[src/logic/fps_defs.svh]
// Functional notes
// - Keys 55h then AAh back to back arm the trigger; nothing else does.
// - Unlock key register is write-only and always reads zero.
// - Processor stays stalled while an operation runs, released at its end.
// - Setting control bit 15 starts the operation; hardware clears it at end.
// - Software cannot clear the trigger; the operation is self-timed.
// - Write-enable bit 14 permits operations; cleared, every trigger is inhibited.
// - Error flag bit 13 set on improper attempt or early termination.
// - Erase-select bit 6 chooses erase by code, else program.
// - Codes 1010xx and 1001xx erase boot or all, serial mode only.
// - Codes 011010, 011001, 011000 erase four, two, one rows.
// - Codes 0101xx config, 0100xx data EEPROM, 0011xx general block erase.
// - With erase-select clear, code 0001xx writes one row from buffers.
// - Any other code performs no operation when triggered.
// - Row erases use table pointer formed from page and effective address.
// - Program-only bit 12 is stored but ignored for flash operations.
// - After the key pair only the next register write may set trigger.
// - Table writes stay in holding latches until a program is triggered.
`ifndef FPS_DEFS_SVH
`define FPS_DEFS_SVH

// ==========================================================
// Register offsets
`define FPS_ADDR_W         8
`define FPS_OFS_CONTROL    8'h00
`define FPS_OFS_KEY        8'h04
`define FPS_OFS_PAGE       8'h08
`define FPS_OFS_EA         8'h0C
`define FPS_OFS_LATCH_LO   8'h10
`define FPS_OFS_LATCH_HI   8'h14

// ==========================================================
// Control fields
`define FPS_BIT_WR         15
`define FPS_BIT_WEN        14
`define FPS_BIT_ERR        13
`define FPS_BIT_PROG_ONLY  12
`define FPS_BIT_ERASE      6
`define FPS_CTL_RESET      16'h0000
`define FPS_KEY_FIRST      8'h55
`define FPS_KEY_SECOND     8'hAA

// ==========================================================
// Row geometry
`define FPS_ROW_WORDS      32
`define FPS_ROW1_MASK      24'hFFFFC0
`define FPS_ROW2_MASK      24'hFFFF80
`define FPS_ROW4_MASK      24'hFFFF00

// ==========================================================
// Timing
`define FPS_CLK_PERIOD_NS  40
`define FPS_ERASE_TIME_NS  20000
`define FPS_PROG_TIME_NS   4000
`define FPS_ERASE_CYC \
  ((`FPS_ERASE_TIME_NS + `FPS_CLK_PERIOD_NS - 1) / `FPS_CLK_PERIOD_NS)
`define FPS_PROG_CYC \
  ((`FPS_PROG_TIME_NS + `FPS_CLK_PERIOD_NS - 1) / `FPS_CLK_PERIOD_NS)

`endif

[src/logic/fps_pkg.sv]
package fps_pkg;

  typedef enum logic [3:0] {
    FPS_OP_NONE,
    FPS_OP_DENIED,
    FPS_OP_ERASE_BOOT,
    FPS_OP_ERASE_ALL,
    FPS_OP_ERASE_ROW1,
    FPS_OP_ERASE_ROW2,
    FPS_OP_ERASE_ROW4,
    FPS_OP_ERASE_CFG,
    FPS_OP_ERASE_EE,
    FPS_OP_ERASE_GEN,
    FPS_OP_WRITE_ROW
  } fps_op_type;

  typedef enum logic [1:0] {
    FPS_KEY_LOCKED,
    FPS_KEY_HALF,
    FPS_KEY_OPEN
  } fps_key_type;

  typedef enum logic {
    FPS_ENG_IDLE,
    FPS_ENG_RUN
  } fps_eng_type;

endpackage

[src/logic/fps_op_if.sv]
`timescale 1ns/10ps
interface fps_op_if;
  logic       start;
  logic       erase;
  logic       abort;
  logic       busy;
  logic       done;
  logic       aborted;
  logic       word_req;
  logic [4:0] word_idx;

  modport seq (
    output start, erase, abort,
    input  busy, done, aborted, word_req, word_idx
  );
  modport engine (
    input  start, erase, abort,
    output busy, done, aborted, word_req, word_idx
  );
endinterface

[src/logic/fps_op_engine.sv]
`timescale 1ns/10ps
`include "fps_defs.svh"
module fps_op_engine (
  // Clock and reset
  input wire logic aclk,
  input wire logic aresetn,
  // Sequencer side
  fps_op_if.engine op
);

  fps_pkg::fps_eng_type st_r, st_nxt;
  logic [15:0] cnt_r, cnt_nxt;
  logic [5:0]  wcnt_r, wcnt_nxt;
  logic        done_r, done_nxt;
  logic        abt_r, abt_nxt;
  logic        req_r, req_nxt;
  logic [4:0]  idx_r, idx_nxt;

  // ==========================================================
  // Self-timed operation
  always_comb begin
    st_nxt   = st_r;
    cnt_nxt  = cnt_r;
    wcnt_nxt = wcnt_r;
    done_nxt = 1'b0;
    abt_nxt  = 1'b0;
    req_nxt  = 1'b0;
    idx_nxt  = idx_r;
    unique case (st_r)
      fps_pkg::FPS_ENG_IDLE: begin
        if (op.start) begin
          st_nxt = fps_pkg::FPS_ENG_RUN;
          if (op.erase) begin
            cnt_nxt  = 16'(`FPS_ERASE_CYC);
            wcnt_nxt = 6'(`FPS_ROW_WORDS);
          end else begin
            cnt_nxt  = 16'(`FPS_PROG_CYC);
            wcnt_nxt = 6'h00;
          end
        end
      end
      fps_pkg::FPS_ENG_RUN: begin
        if (op.abort) begin
          st_nxt  = fps_pkg::FPS_ENG_IDLE;
          abt_nxt = 1'b1;
        end else if (cnt_r == 16'h0001) begin
          st_nxt   = fps_pkg::FPS_ENG_IDLE;
          done_nxt = 1'b1;
        end
        cnt_nxt = cnt_r - 16'h0001;
        if (wcnt_r < 6'(`FPS_ROW_WORDS) && !op.abort) begin
          req_nxt  = 1'b1;
          idx_nxt  = wcnt_r[4:0];
          wcnt_nxt = wcnt_r + 6'h01;
        end
      end
    endcase
  end

  always_ff @(posedge aclk) begin
    if (!aresetn) begin
      st_r   <= fps_pkg::FPS_ENG_IDLE;
      cnt_r  <= 16'h0000;
      wcnt_r <= 6'h00;
      done_r <= 1'b0;
      abt_r  <= 1'b0;
      req_r  <= 1'b0;
      idx_r  <= 5'h00;
    end else begin
      st_r   <= st_nxt;
      cnt_r  <= cnt_nxt;
      wcnt_r <= wcnt_nxt;
      done_r <= done_nxt;
      abt_r  <= abt_nxt;
      req_r  <= req_nxt;
      idx_r  <= idx_nxt;
    end
  end

  assign op.busy     = (st_r == fps_pkg::FPS_ENG_RUN);
  assign op.done     = done_r;
  assign op.aborted  = abt_r;
  assign op.word_req = req_r;
  assign op.word_idx = idx_r;

endmodule

[src/logic/fps_flash_seq.sv]
`timescale 1ns/10ps
`include "fps_defs.svh"
module fps_flash_seq (
  // Clock and reset
  input  wire logic                     aclk,
  input  wire logic                     aresetn,
  // AXI4-Lite write address
  input  wire logic                     awvalid,
  output wire logic                     awready,
  input  wire logic [`FPS_ADDR_W-1:0]   awaddr,
  input  wire logic [2:0]               awprot,
  // AXI4-Lite write data
  input  wire logic                     wvalid,
  output wire logic                     wready,
  input  wire logic [31:0]              wdata,
  input  wire logic [3:0]               wstrb,
  // AXI4-Lite write response
  output wire logic                     bvalid,
  input  wire logic                     bready,
  output wire logic [1:0]               bresp,
  // AXI4-Lite read address
  input  wire logic                     arvalid,
  output wire logic                     arready,
  input  wire logic [`FPS_ADDR_W-1:0]   araddr,
  input  wire logic [2:0]               arprot,
  // AXI4-Lite read data
  output wire logic                     rvalid,
  input  wire logic                     rready,
  output wire logic [31:0]              rdata,
  output wire logic [1:0]               rresp,
  // Mode and termination pins
  input  wire logic                     serial_prog_mode,
  input  wire logic                     op_abort,
  // Processor
  output wire logic                     cpu_stall,
  // Flash array
  output wire fps_pkg::fps_op_type      flash_op_kind,
  output wire logic [23:0]              flash_op_addr,
  output wire logic                     flash_op_start,
  output wire logic                     flash_word_we,
  output wire logic [4:0]               flash_word_idx,
  output wire logic [23:0]              flash_word_data
);

  // ==========================================================
  // Helpers
  function automatic logic [15:0] fps_merge(input logic [15:0] old,
                                            input logic [31:0] d,
                                            input logic [3:0]  s);
    fps_merge = old;
    if (s[0]) fps_merge[7:0] = d[7:0];
    if (s[1]) fps_merge[15:8] = d[15:8];
  endfunction

  function automatic fps_pkg::fps_op_type fps_decode(input logic       er,
                                                     input logic [5:0] c,
                                                     input logic       ser);
    fps_decode = fps_pkg::FPS_OP_NONE;
    if (er) begin
      if (c[5:2] == 4'hA)
        fps_decode = ser ? fps_pkg::FPS_OP_ERASE_BOOT
                         : fps_pkg::FPS_OP_DENIED;
      else if (c[5:2] == 4'h9)
        fps_decode = ser ? fps_pkg::FPS_OP_ERASE_ALL
                         : fps_pkg::FPS_OP_DENIED;
      else if (c == 6'h1A)
        fps_decode = fps_pkg::FPS_OP_ERASE_ROW4;
      else if (c == 6'h19)
        fps_decode = fps_pkg::FPS_OP_ERASE_ROW2;
      else if (c == 6'h18)
        fps_decode = fps_pkg::FPS_OP_ERASE_ROW1;
      else if (c[5:2] == 4'h5)
        fps_decode = fps_pkg::FPS_OP_ERASE_CFG;
      else if (c[5:2] == 4'h4)
        fps_decode = fps_pkg::FPS_OP_ERASE_EE;
      else if (c[5:2] == 4'h3)
        fps_decode = fps_pkg::FPS_OP_ERASE_GEN;
    end else if (c[5:2] == 4'h1) begin
      fps_decode = fps_pkg::FPS_OP_WRITE_ROW;
    end
  endfunction

  // ==========================================================
  // Pin synchronisers
  logic [1:0] pin_s1_r;
  logic [1:0] pin_s2_r;
  logic [1:0] pin_raw;
  assign pin_raw = {op_abort, serial_prog_mode};

  genvar gi;
  generate
    for (gi = 0; gi < 2; gi++) begin : g_sync
      always_ff @(posedge aclk) begin
        if (!aresetn) begin
          pin_s1_r[gi] <= 1'b0;
          pin_s2_r[gi] <= 1'b0;
        end else begin
          pin_s1_r[gi] <= pin_raw[gi];
          pin_s2_r[gi] <= pin_s1_r[gi];
        end
      end
    end
  endgenerate

  // ==========================================================
  // Operation engine
  fps_op_if op_bus ();
  fps_op_engine u_engine (
    .aclk    (aclk),
    .aresetn (aresetn),
    .op      (op_bus.engine)
  );

  // ==========================================================
  // AXI4-Lite slave
  logic                   awgot_r, awgot_nxt;
  logic [`FPS_ADDR_W-1:0] awad_r, awad_nxt;
  logic                   wgot_r, wgot_nxt;
  logic [31:0]            wd_r, wd_nxt;
  logic [3:0]             ws_r, ws_nxt;
  logic                   bv_r, bv_nxt;
  logic [1:0]             br_r, br_nxt;
  logic                   rv_r, rv_nxt;
  logic [31:0]            rd_r, rd_nxt;
  logic [1:0]             rr_r, rr_nxt;
  logic                   wr_fire;
  logic                   wr_hit;

  // Control state
  logic                   wr_r, wr_nxt;
  logic                   wen_r, wen_nxt;
  logic                   err_r, err_nxt;
  logic                   pgm_r, pgm_nxt;
  logic                   ers_r, ers_nxt;
  logic [5:0]             code_r, code_nxt;
  logic [7:0]             page_r, page_nxt;
  logic [15:0]            ea_r, ea_nxt;
  fps_pkg::fps_key_type   key_r, key_nxt;
  fps_pkg::fps_op_type    kind_r, kind_nxt;
  logic [23:0]            addr_r, addr_nxt;
  logic                   start_r, start_nxt;
  logic                   lat_lo_we;
  logic                   lat_hi_we;
  logic [15:0]            ctl_rd;
  logic [15:0]            ctl_m;
  logic [23:0]            tptr;
  fps_pkg::fps_op_type    dec;

  // Holding latches
  logic [23:0]            latch_r [`FPS_ROW_WORDS];
  logic                   fwe_r;
  logic [4:0]             fidx_r;
  logic [23:0]            fdat_r;

  assign wr_fire = awgot_r && wgot_r && !bv_r;
  assign wr_hit  = (awad_r == `FPS_OFS_CONTROL) || (awad_r == `FPS_OFS_KEY)
                || (awad_r == `FPS_OFS_PAGE) || (awad_r == `FPS_OFS_EA)
                || (awad_r == `FPS_OFS_LATCH_LO)
                || (awad_r == `FPS_OFS_LATCH_HI);

  always_comb begin
    awgot_nxt = awgot_r;
    awad_nxt  = awad_r;
    wgot_nxt  = wgot_r;
    wd_nxt    = wd_r;
    ws_nxt    = ws_r;
    bv_nxt    = bv_r;
    br_nxt    = br_r;
    rv_nxt    = rv_r;
    rd_nxt    = rd_r;
    rr_nxt    = rr_r;
    if (awvalid && awready) begin
      awgot_nxt = 1'b1;
      awad_nxt  = awaddr;
    end
    if (wvalid && wready) begin
      wgot_nxt = 1'b1;
      wd_nxt   = wdata;
      ws_nxt   = wstrb;
    end
    if (wr_fire) begin
      awgot_nxt = 1'b0;
      wgot_nxt  = 1'b0;
      bv_nxt    = 1'b1;
      br_nxt    = wr_hit ? 2'h0 : 2'h2;
    end else if (bv_r && bready) begin
      bv_nxt = 1'b0;
    end
    if (arvalid && arready) begin
      rv_nxt = 1'b1;
      rr_nxt = 2'h0;
      unique case (araddr)
        `FPS_OFS_CONTROL: rd_nxt = {16'h0000, ctl_rd};
        `FPS_OFS_KEY:     rd_nxt = 32'h0000_0000;
        `FPS_OFS_PAGE:    rd_nxt = {24'h00_0000, page_r};
        `FPS_OFS_EA:      rd_nxt = {16'h0000, ea_r};
        `FPS_OFS_LATCH_LO,
        `FPS_OFS_LATCH_HI: rd_nxt = 32'h0000_0000;
        default: begin
          rd_nxt = 32'h0000_0000;
          rr_nxt = 2'h2;
        end
      endcase
    end else if (rv_r && rready) begin
      rv_nxt = 1'b0;
    end
  end

  // ==========================================================
  // Control register, unlock and trigger
  assign ctl_rd = {wr_r, wen_r, err_r, pgm_r, 5'h00, ers_r, code_r};
  assign ctl_m  = fps_merge(ctl_rd, wd_r, ws_r);
  assign tptr   = {page_r, ea_r};
  assign dec    = fps_decode(ctl_m[`FPS_BIT_ERASE], ctl_m[5:0], pin_s2_r[0]);

  always_comb begin
    wr_nxt    = wr_r;
    wen_nxt   = wen_r;
    err_nxt   = err_r;
    pgm_nxt   = pgm_r;
    ers_nxt   = ers_r;
    code_nxt  = code_r;
    page_nxt  = page_r;
    ea_nxt    = ea_r;
    key_nxt   = key_r;
    kind_nxt  = kind_r;
    addr_nxt  = addr_r;
    start_nxt = 1'b0;
    lat_lo_we = 1'b0;
    lat_hi_we = 1'b0;
    if (wr_fire) begin
      key_nxt = fps_pkg::FPS_KEY_LOCKED;
      if (awad_r == `FPS_OFS_KEY && ws_r[0]) begin
        if (wd_r[7:0] == `FPS_KEY_FIRST)
          key_nxt = fps_pkg::FPS_KEY_HALF;
        else if (key_r == fps_pkg::FPS_KEY_HALF
                 && wd_r[7:0] == `FPS_KEY_SECOND)
          key_nxt = fps_pkg::FPS_KEY_OPEN;
      end
      if (awad_r == `FPS_OFS_CONTROL && !wr_r) begin
        wen_nxt  = ctl_m[`FPS_BIT_WEN];
        err_nxt  = ctl_m[`FPS_BIT_ERR];
        pgm_nxt  = ctl_m[`FPS_BIT_PROG_ONLY];
        ers_nxt  = ctl_m[`FPS_BIT_ERASE];
        code_nxt = ctl_m[5:0];
        if (ctl_m[`FPS_BIT_WR]) begin
          if (key_r != fps_pkg::FPS_KEY_OPEN
              || !ctl_m[`FPS_BIT_WEN]
              || dec == fps_pkg::FPS_OP_DENIED) begin
            err_nxt = 1'b1;
          end else if (dec != fps_pkg::FPS_OP_NONE) begin
            wr_nxt    = 1'b1;
            err_nxt   = 1'b0;
            start_nxt = 1'b1;
            kind_nxt  = dec;
            unique case (dec)
              fps_pkg::FPS_OP_ERASE_ROW1,
              fps_pkg::FPS_OP_WRITE_ROW: addr_nxt = tptr & `FPS_ROW1_MASK;
              fps_pkg::FPS_OP_ERASE_ROW2: addr_nxt = tptr & `FPS_ROW2_MASK;
              fps_pkg::FPS_OP_ERASE_ROW4: addr_nxt = tptr & `FPS_ROW4_MASK;
              default: addr_nxt = tptr;
            endcase
          end
        end
      end
      if (awad_r == `FPS_OFS_PAGE)
        page_nxt = 8'(fps_merge({8'h00, page_r}, wd_r, ws_r));
      if (awad_r == `FPS_OFS_EA)
        ea_nxt = fps_merge(ea_r, wd_r, ws_r);
      if (!wr_r) begin
        lat_lo_we = (awad_r == `FPS_OFS_LATCH_LO);
        lat_hi_we = (awad_r == `FPS_OFS_LATCH_HI) && ws_r[0];
      end
    end
    if (op_bus.done || op_bus.aborted) begin
      wr_nxt = 1'b0;
      kind_nxt = fps_pkg::FPS_OP_NONE;
    end
    if (op_bus.aborted)
      err_nxt = 1'b1;
  end

  assign op_bus.start = start_r;
  assign op_bus.erase = (kind_r != fps_pkg::FPS_OP_WRITE_ROW);
  assign op_bus.abort = pin_s2_r[1];

  always_ff @(posedge aclk) begin
    if (!aresetn) begin
      awgot_r <= 1'b0;
      awad_r  <= '0;
      wgot_r  <= 1'b0;
      wd_r    <= 32'h0000_0000;
      ws_r    <= 4'h0;
      bv_r    <= 1'b0;
      br_r    <= 2'h0;
      rv_r    <= 1'b0;
      rd_r    <= 32'h0000_0000;
      rr_r    <= 2'h0;
      wr_r    <= 1'(`FPS_CTL_RESET >> `FPS_BIT_WR);
      wen_r   <= 1'b0;
      err_r   <= 1'b0;
      pgm_r   <= 1'b0;
      ers_r   <= 1'b0;
      code_r  <= 6'h00;
      page_r  <= 8'h00;
      ea_r    <= 16'h0000;
      key_r   <= fps_pkg::FPS_KEY_LOCKED;
      kind_r  <= fps_pkg::FPS_OP_NONE;
      addr_r  <= 24'h00_0000;
      start_r <= 1'b0;
    end else begin
      awgot_r <= awgot_nxt;
      awad_r  <= awad_nxt;
      wgot_r  <= wgot_nxt;
      wd_r    <= wd_nxt;
      ws_r    <= ws_nxt;
      bv_r    <= bv_nxt;
      br_r    <= br_nxt;
      rv_r    <= rv_nxt;
      rd_r    <= rd_nxt;
      rr_r    <= rr_nxt;
      wr_r    <= wr_nxt;
      wen_r   <= wen_nxt;
      err_r   <= err_nxt;
      pgm_r   <= pgm_nxt;
      ers_r   <= ers_nxt;
      code_r  <= code_nxt;
      page_r  <= page_nxt;
      ea_r    <= ea_nxt;
      key_r   <= key_nxt;
      kind_r  <= kind_nxt;
      addr_r  <= addr_nxt;
      start_r <= start_nxt;
    end
  end

  // ==========================================================
  // Holding latches and commit to the array
  always_ff @(posedge aclk) begin
    if (lat_lo_we)
      latch_r[ea_r[5:1]][15:0] <= fps_merge(latch_r[ea_r[5:1]][15:0],
                                            wd_r, ws_r);
    if (lat_hi_we)
      latch_r[ea_r[5:1]][23:16] <= wd_r[7:0];
  end

  always_ff @(posedge aclk) begin
    if (!aresetn) begin
      fwe_r  <= 1'b0;
      fidx_r <= 5'h00;
      fdat_r <= 24'h00_0000;
    end else begin
      fwe_r <= op_bus.word_req;
      if (op_bus.word_req) begin
        fidx_r <= op_bus.word_idx;
        fdat_r <= latch_r[op_bus.word_idx];
      end
    end
  end

  // ==========================================================
  // Outputs
  assign awready         = !awgot_r && !bv_r;
  assign wready          = !wgot_r && !bv_r;
  assign bvalid          = bv_r;
  assign bresp           = br_r;
  assign arready         = !rv_r;
  assign rvalid          = rv_r;
  assign rdata           = rd_r;
  assign rresp           = rr_r;
  assign cpu_stall       = wr_r;
  assign flash_op_kind   = kind_r;
  assign flash_op_addr   = addr_r;
  assign flash_op_start  = start_r;
  assign flash_word_we   = fwe_r;
  assign flash_word_idx  = fidx_r;
  assign flash_word_data = fdat_r;

endmodule

[config.mk]
export PLATFORM = sky130hd
export DESIGN_NAME = fps_flash_seq
export DESIGN_NICKNAME = d
export VERILOG_FILES = /design/src/logic/fps_pkg.sv /design/src/logic/fps_op_if.sv /design/src/logic/fps_op_engine.sv /design/src/logic/fps_flash_seq.sv
export VERILOG_INCLUDE_DIRS = /design/src /design/src/logic
export SDC_FILE = /design/constraint.sdc
export NUM_CORES = 1
export LEC_CHECK = 0
export ABC_CLOCK_PERIOD_IN_PS = 3600
export BUFFER_PORTS_ARGS = -buffer_cell sky130_fd_sc_hd__buf_2
export CAP_MARGIN = 20
export CORE_MARGIN = 5
export CORE_UTILIZATION = 55
export CTS_BUF_LIST = sky130_fd_sc_hd__clkbuf_4
export CTS_CLUSTER_SIZE = 20
export DETAILED_ROUTE_END_ITERATION = 16
export PLACE_DENSITY = 0.81
export SLEW_MARGIN = 20
export SYNTH_ARGS = -nofsm -noshare
export SYNTH_HDL_FRONTEND = slang
export SYNTH_SLANG_ARGS = --single-unit
[constraint.sdc]
create_clock -name aclk -period 3.6 [get_ports aclk]
set_input_delay 0.18 -clock aclk [delete_from_list [all_inputs] [get_ports aclk]]
set_output_delay 0.18 -clock aclk [all_outputs]
set_load 0.005 [all_outputs]
==> metrics.txt <==
outcome=finished, final reports clean; worst-margin pin slew=1.13 ns; final hold vios=0; Startpoint Class=register; IO Count=around 170; vias in the first global route=22400; post-route ant nets=0; Max Buffers Root-to-Sink=3; maxcap violations=0; GPL Wtd Cong=0.878; first-pass GRT wire length=roughly 140000 um; post-synthesis sequential area ratio=72.0%; CP peak stage delay=0.81 ns; Worst path slowest cell=dfxtp_1; initial drt markers=2313; average wire per standard cell=24.8 um; DRC Markers=0; Reg clk slew, reported paths=0.08 ns; Vias=between 20000 and 25000; Via-to-Cell Ratio=about 6.0; GRT overflow=0; final net count=about 2600; DIE WIDTH=269 um; max-slew violation count=0; Final TNS setup=0 ns; worst-path cell chain=mux2i_2 > nand4_1 > a221oi_2 > a21oi_1 > a211oi_4 > buf_4 > nor2_1 > a22o_1; Yosys cell types=68; synthesized flop and latch total=947; ys async rst share=0%; Slew HR=24.4%; Tmin final=3.35 ns; leading cell type by number of instances after synthesis=edfxtp_1; largest net degree at the start of global routing=a little under 100; # H-tree levels=4; clk sink count=947; final WL=between 80000 and 90000 um; CP Buf/Inv Count=1; Resized cells post-CTS=0; number of flops mapped to enable cells by yosys=about 770; PwrDens=~500 nW/um^2; critical path capture point type=register; drt pass-1 iters=5; synth top area cells=edfxtp_1, mux4_2, dfxtp_1, nor2_1, mux2i_1; fin crit share=about 93%; RSZ-0062 raised after global routing=no; top_reg_cell synth=edfxtp_1; M1 WL=33200 um; layout cells sized above 1=between 30% and 40%; Setup WS post-layout=roughly 0.25 ns; root buffer cell=clkbuf_4; TritonCTS Buffers=220; met3 WL=9330 um; starting density of the core=55.3%; Max VDD drop=0.000341 V; clock skew=around 0.069 ns; top post-synthesis cells by count=edfxtp_1, nor2_1, mux4_2; Setup WS pre-CTS=approximately 0.31 ns; DR WL met2=44700 um; CP Data Arrival Time=4.25 ns; Area after DPL=39100 um^2; Setup Crit Path Kind=reg -> reg; FMAX=0.299 GHz; total die area=72600 um^2; Top delay family on crit path=compound AO/OA/AOI/OAI gates; Final setup viols=0; fin area=43400 um^2; core area=66900 um^2; antenna violations before repair=4; min-delay worst type=in -> reg; Die Span Y=roughly 270 um; syn avg cell area=approximately 18 um^2; Post-Layout Cell Count=3617; PortBufs=125; Critical Path RT=roughly 4.5 ns; top sig layer=met5; Ys Warns=0; fill count=4335; area delta synth->final=17.2%; Synth top area share=62.3%; clk_lat worst skew=approximately 1.1 ns; placed cell count=a little over 3000; Post-Synthesis Cells=2093; row count=95; CP Max Fanout=18; GRT Total Usage=24.7%; Detail Placement HPWL=around 55000 um; cell taking the most area after synthesis=edfxtp_1; Leak=14.4 nW; TritonCTS clock tree=done; Post-Syn Area=37000 um^2
## layout by cell type (no fill, tap or decap), types with 6 or more instances in the layout
| master | instances |
|---|---|
| mux2i_1 | 89 |
| nor3b_1 | 7 |
| a22o_1 | 6 |
| nor3_1 | 22 |
| buf_12 | 8 |
| dfxtp_1 | 164 |
| a211oi_1 | 39 |
| dfxtp_2 | 10 |
| nand3_1 | 22 |
| nor2b_1 | 10 |
| dlygate4sd3_1 | 134 |
| buf_2 | 125 |
| clkbuf_4 | 340 |
| edfxtp_1 | 768 |
| conb_1 | 18 |
| nor2_1 | 247 |
| buf_4 | 102 |
| or3_1 | 6 |
| o21ai_0 | 11 |
| a21oi_1 | 68 |
| mux4_2 | 240 |
| and2_1 | 9 |
| inv_1 | 9 |
| nand2b_1 | 10 |
| nand2_1 | 125 |
| clkinv_2 | 6 |
| clkinv_1 | 39 |
## area by class of cell
type                       count  area (um^2)  share of cell area [%]
sequential                   947        26700                    61.5
clock buffer                 340         2550                    5.89
timing repair buffer         369         2890                    6.67
antenna                        5         12.5                  0.0289
clock inverter                58          314                   0.724
multi-input combinational   1015         9790                    22.6
tap                          873         1090                    2.52
inverter                      10         40.0                  0.0923
## cell families (layout without fill, tap and decap cells)
family,after synthesis,in the layout,synth area share [%]
flip-flops,947,947,72.0
AND/OR/NAND/NOR,496,496,5.95
AO/OA/AOI/OAI,157,157,2.83
buffers and inverters,148,777,1.75
adder cells (fa/ha/maj),3,3,0.101
multiplexers,338,338,17.3
other,1,23,0.0101
XOR/XNOR,3,3,0.0710
## sequential cells by signal (all words and copies together), names as in the netlist, 2 cells and up
register and cells:
flash_word_data 24, ws_r 2, awad_r 8, u_engine.cnt_r 16
u_engine.op.word_idx 5, code_r 6, flash_op_kind 4, flash_op_addr 24
u_engine.wcnt_r 6, ea_r 16, page_r 8, wd_r 16
latch_r 768, rdata 16, pin_s1_r 2, key_r 2
flash_word_idx 5
## final timing paths
kind,startpoint,depth (start not counted),end,slack (ns)
worst max-delay path,ws_r[0]$_SDFFE_PN0P_,8,flash_op_addr[4]$_SDFFE_PN0P_,0.25
worst min-delay path,aresetn,4,u_engine.op.word_idx[1]$_SDFFE_PN0P_,0.20
worst max register to register,ws_r[0]$_SDFFE_PN0P_,8,flash_op_addr[4]$_SDFFE_PN0P_,0.25
worst min register to register,pin_s1_r[1]$_SDFF_PN0_,1,op_bus.abort$_SDFF_PN0_,0.45
## worst register-to-register path: cells and delay by family (launching register included)
family / cells / cell delay [ns]
AO/OA/AOI/OAI: 4 / 1.11
flip-flops: 1 / 0.81
multiplexers: 1 / 0.53
AND/OR/NAND/NOR: 2 / 0.43
buffers and inverters: 1 / 0.37
## layer usage
metal / track usage (%) / vias up
met3: 5.83 / 154
met2: 40.5 / 1261
met5: 0 / -
met1: 32.9 / 10900
met4: 9.01 / 2
li1: - / 9309
## what timing repair did
action | CTS | global route
hold endpoints to repair | 64 | 0
hold buffers | 134 | 0
buffers inserted | 0 | 0
## per-stage QoR
stage	hold WS, ns	util, %	total power [mW]
floorplan	0.279	-	12.4
global placement	0.370	58.5	12.6
detailed placement	0.374	58.5	12.6
CTS	0.0872	64.8	21.2
global route	0.182	64.8	22.0
finish	0.195	64.8	21.1
## report_power, final
part | internal, mW | switching [mW] | total, mW
registers | 11.9 | 0.0632 | 12.0
logic | 0.212 | 0.381 | 0.593
clock network | 4.44 | 4.11 | 8.55
total | 16.5 | 4.55 | 21.1
No activity file was read; power rests on OpenSTA's default activity.
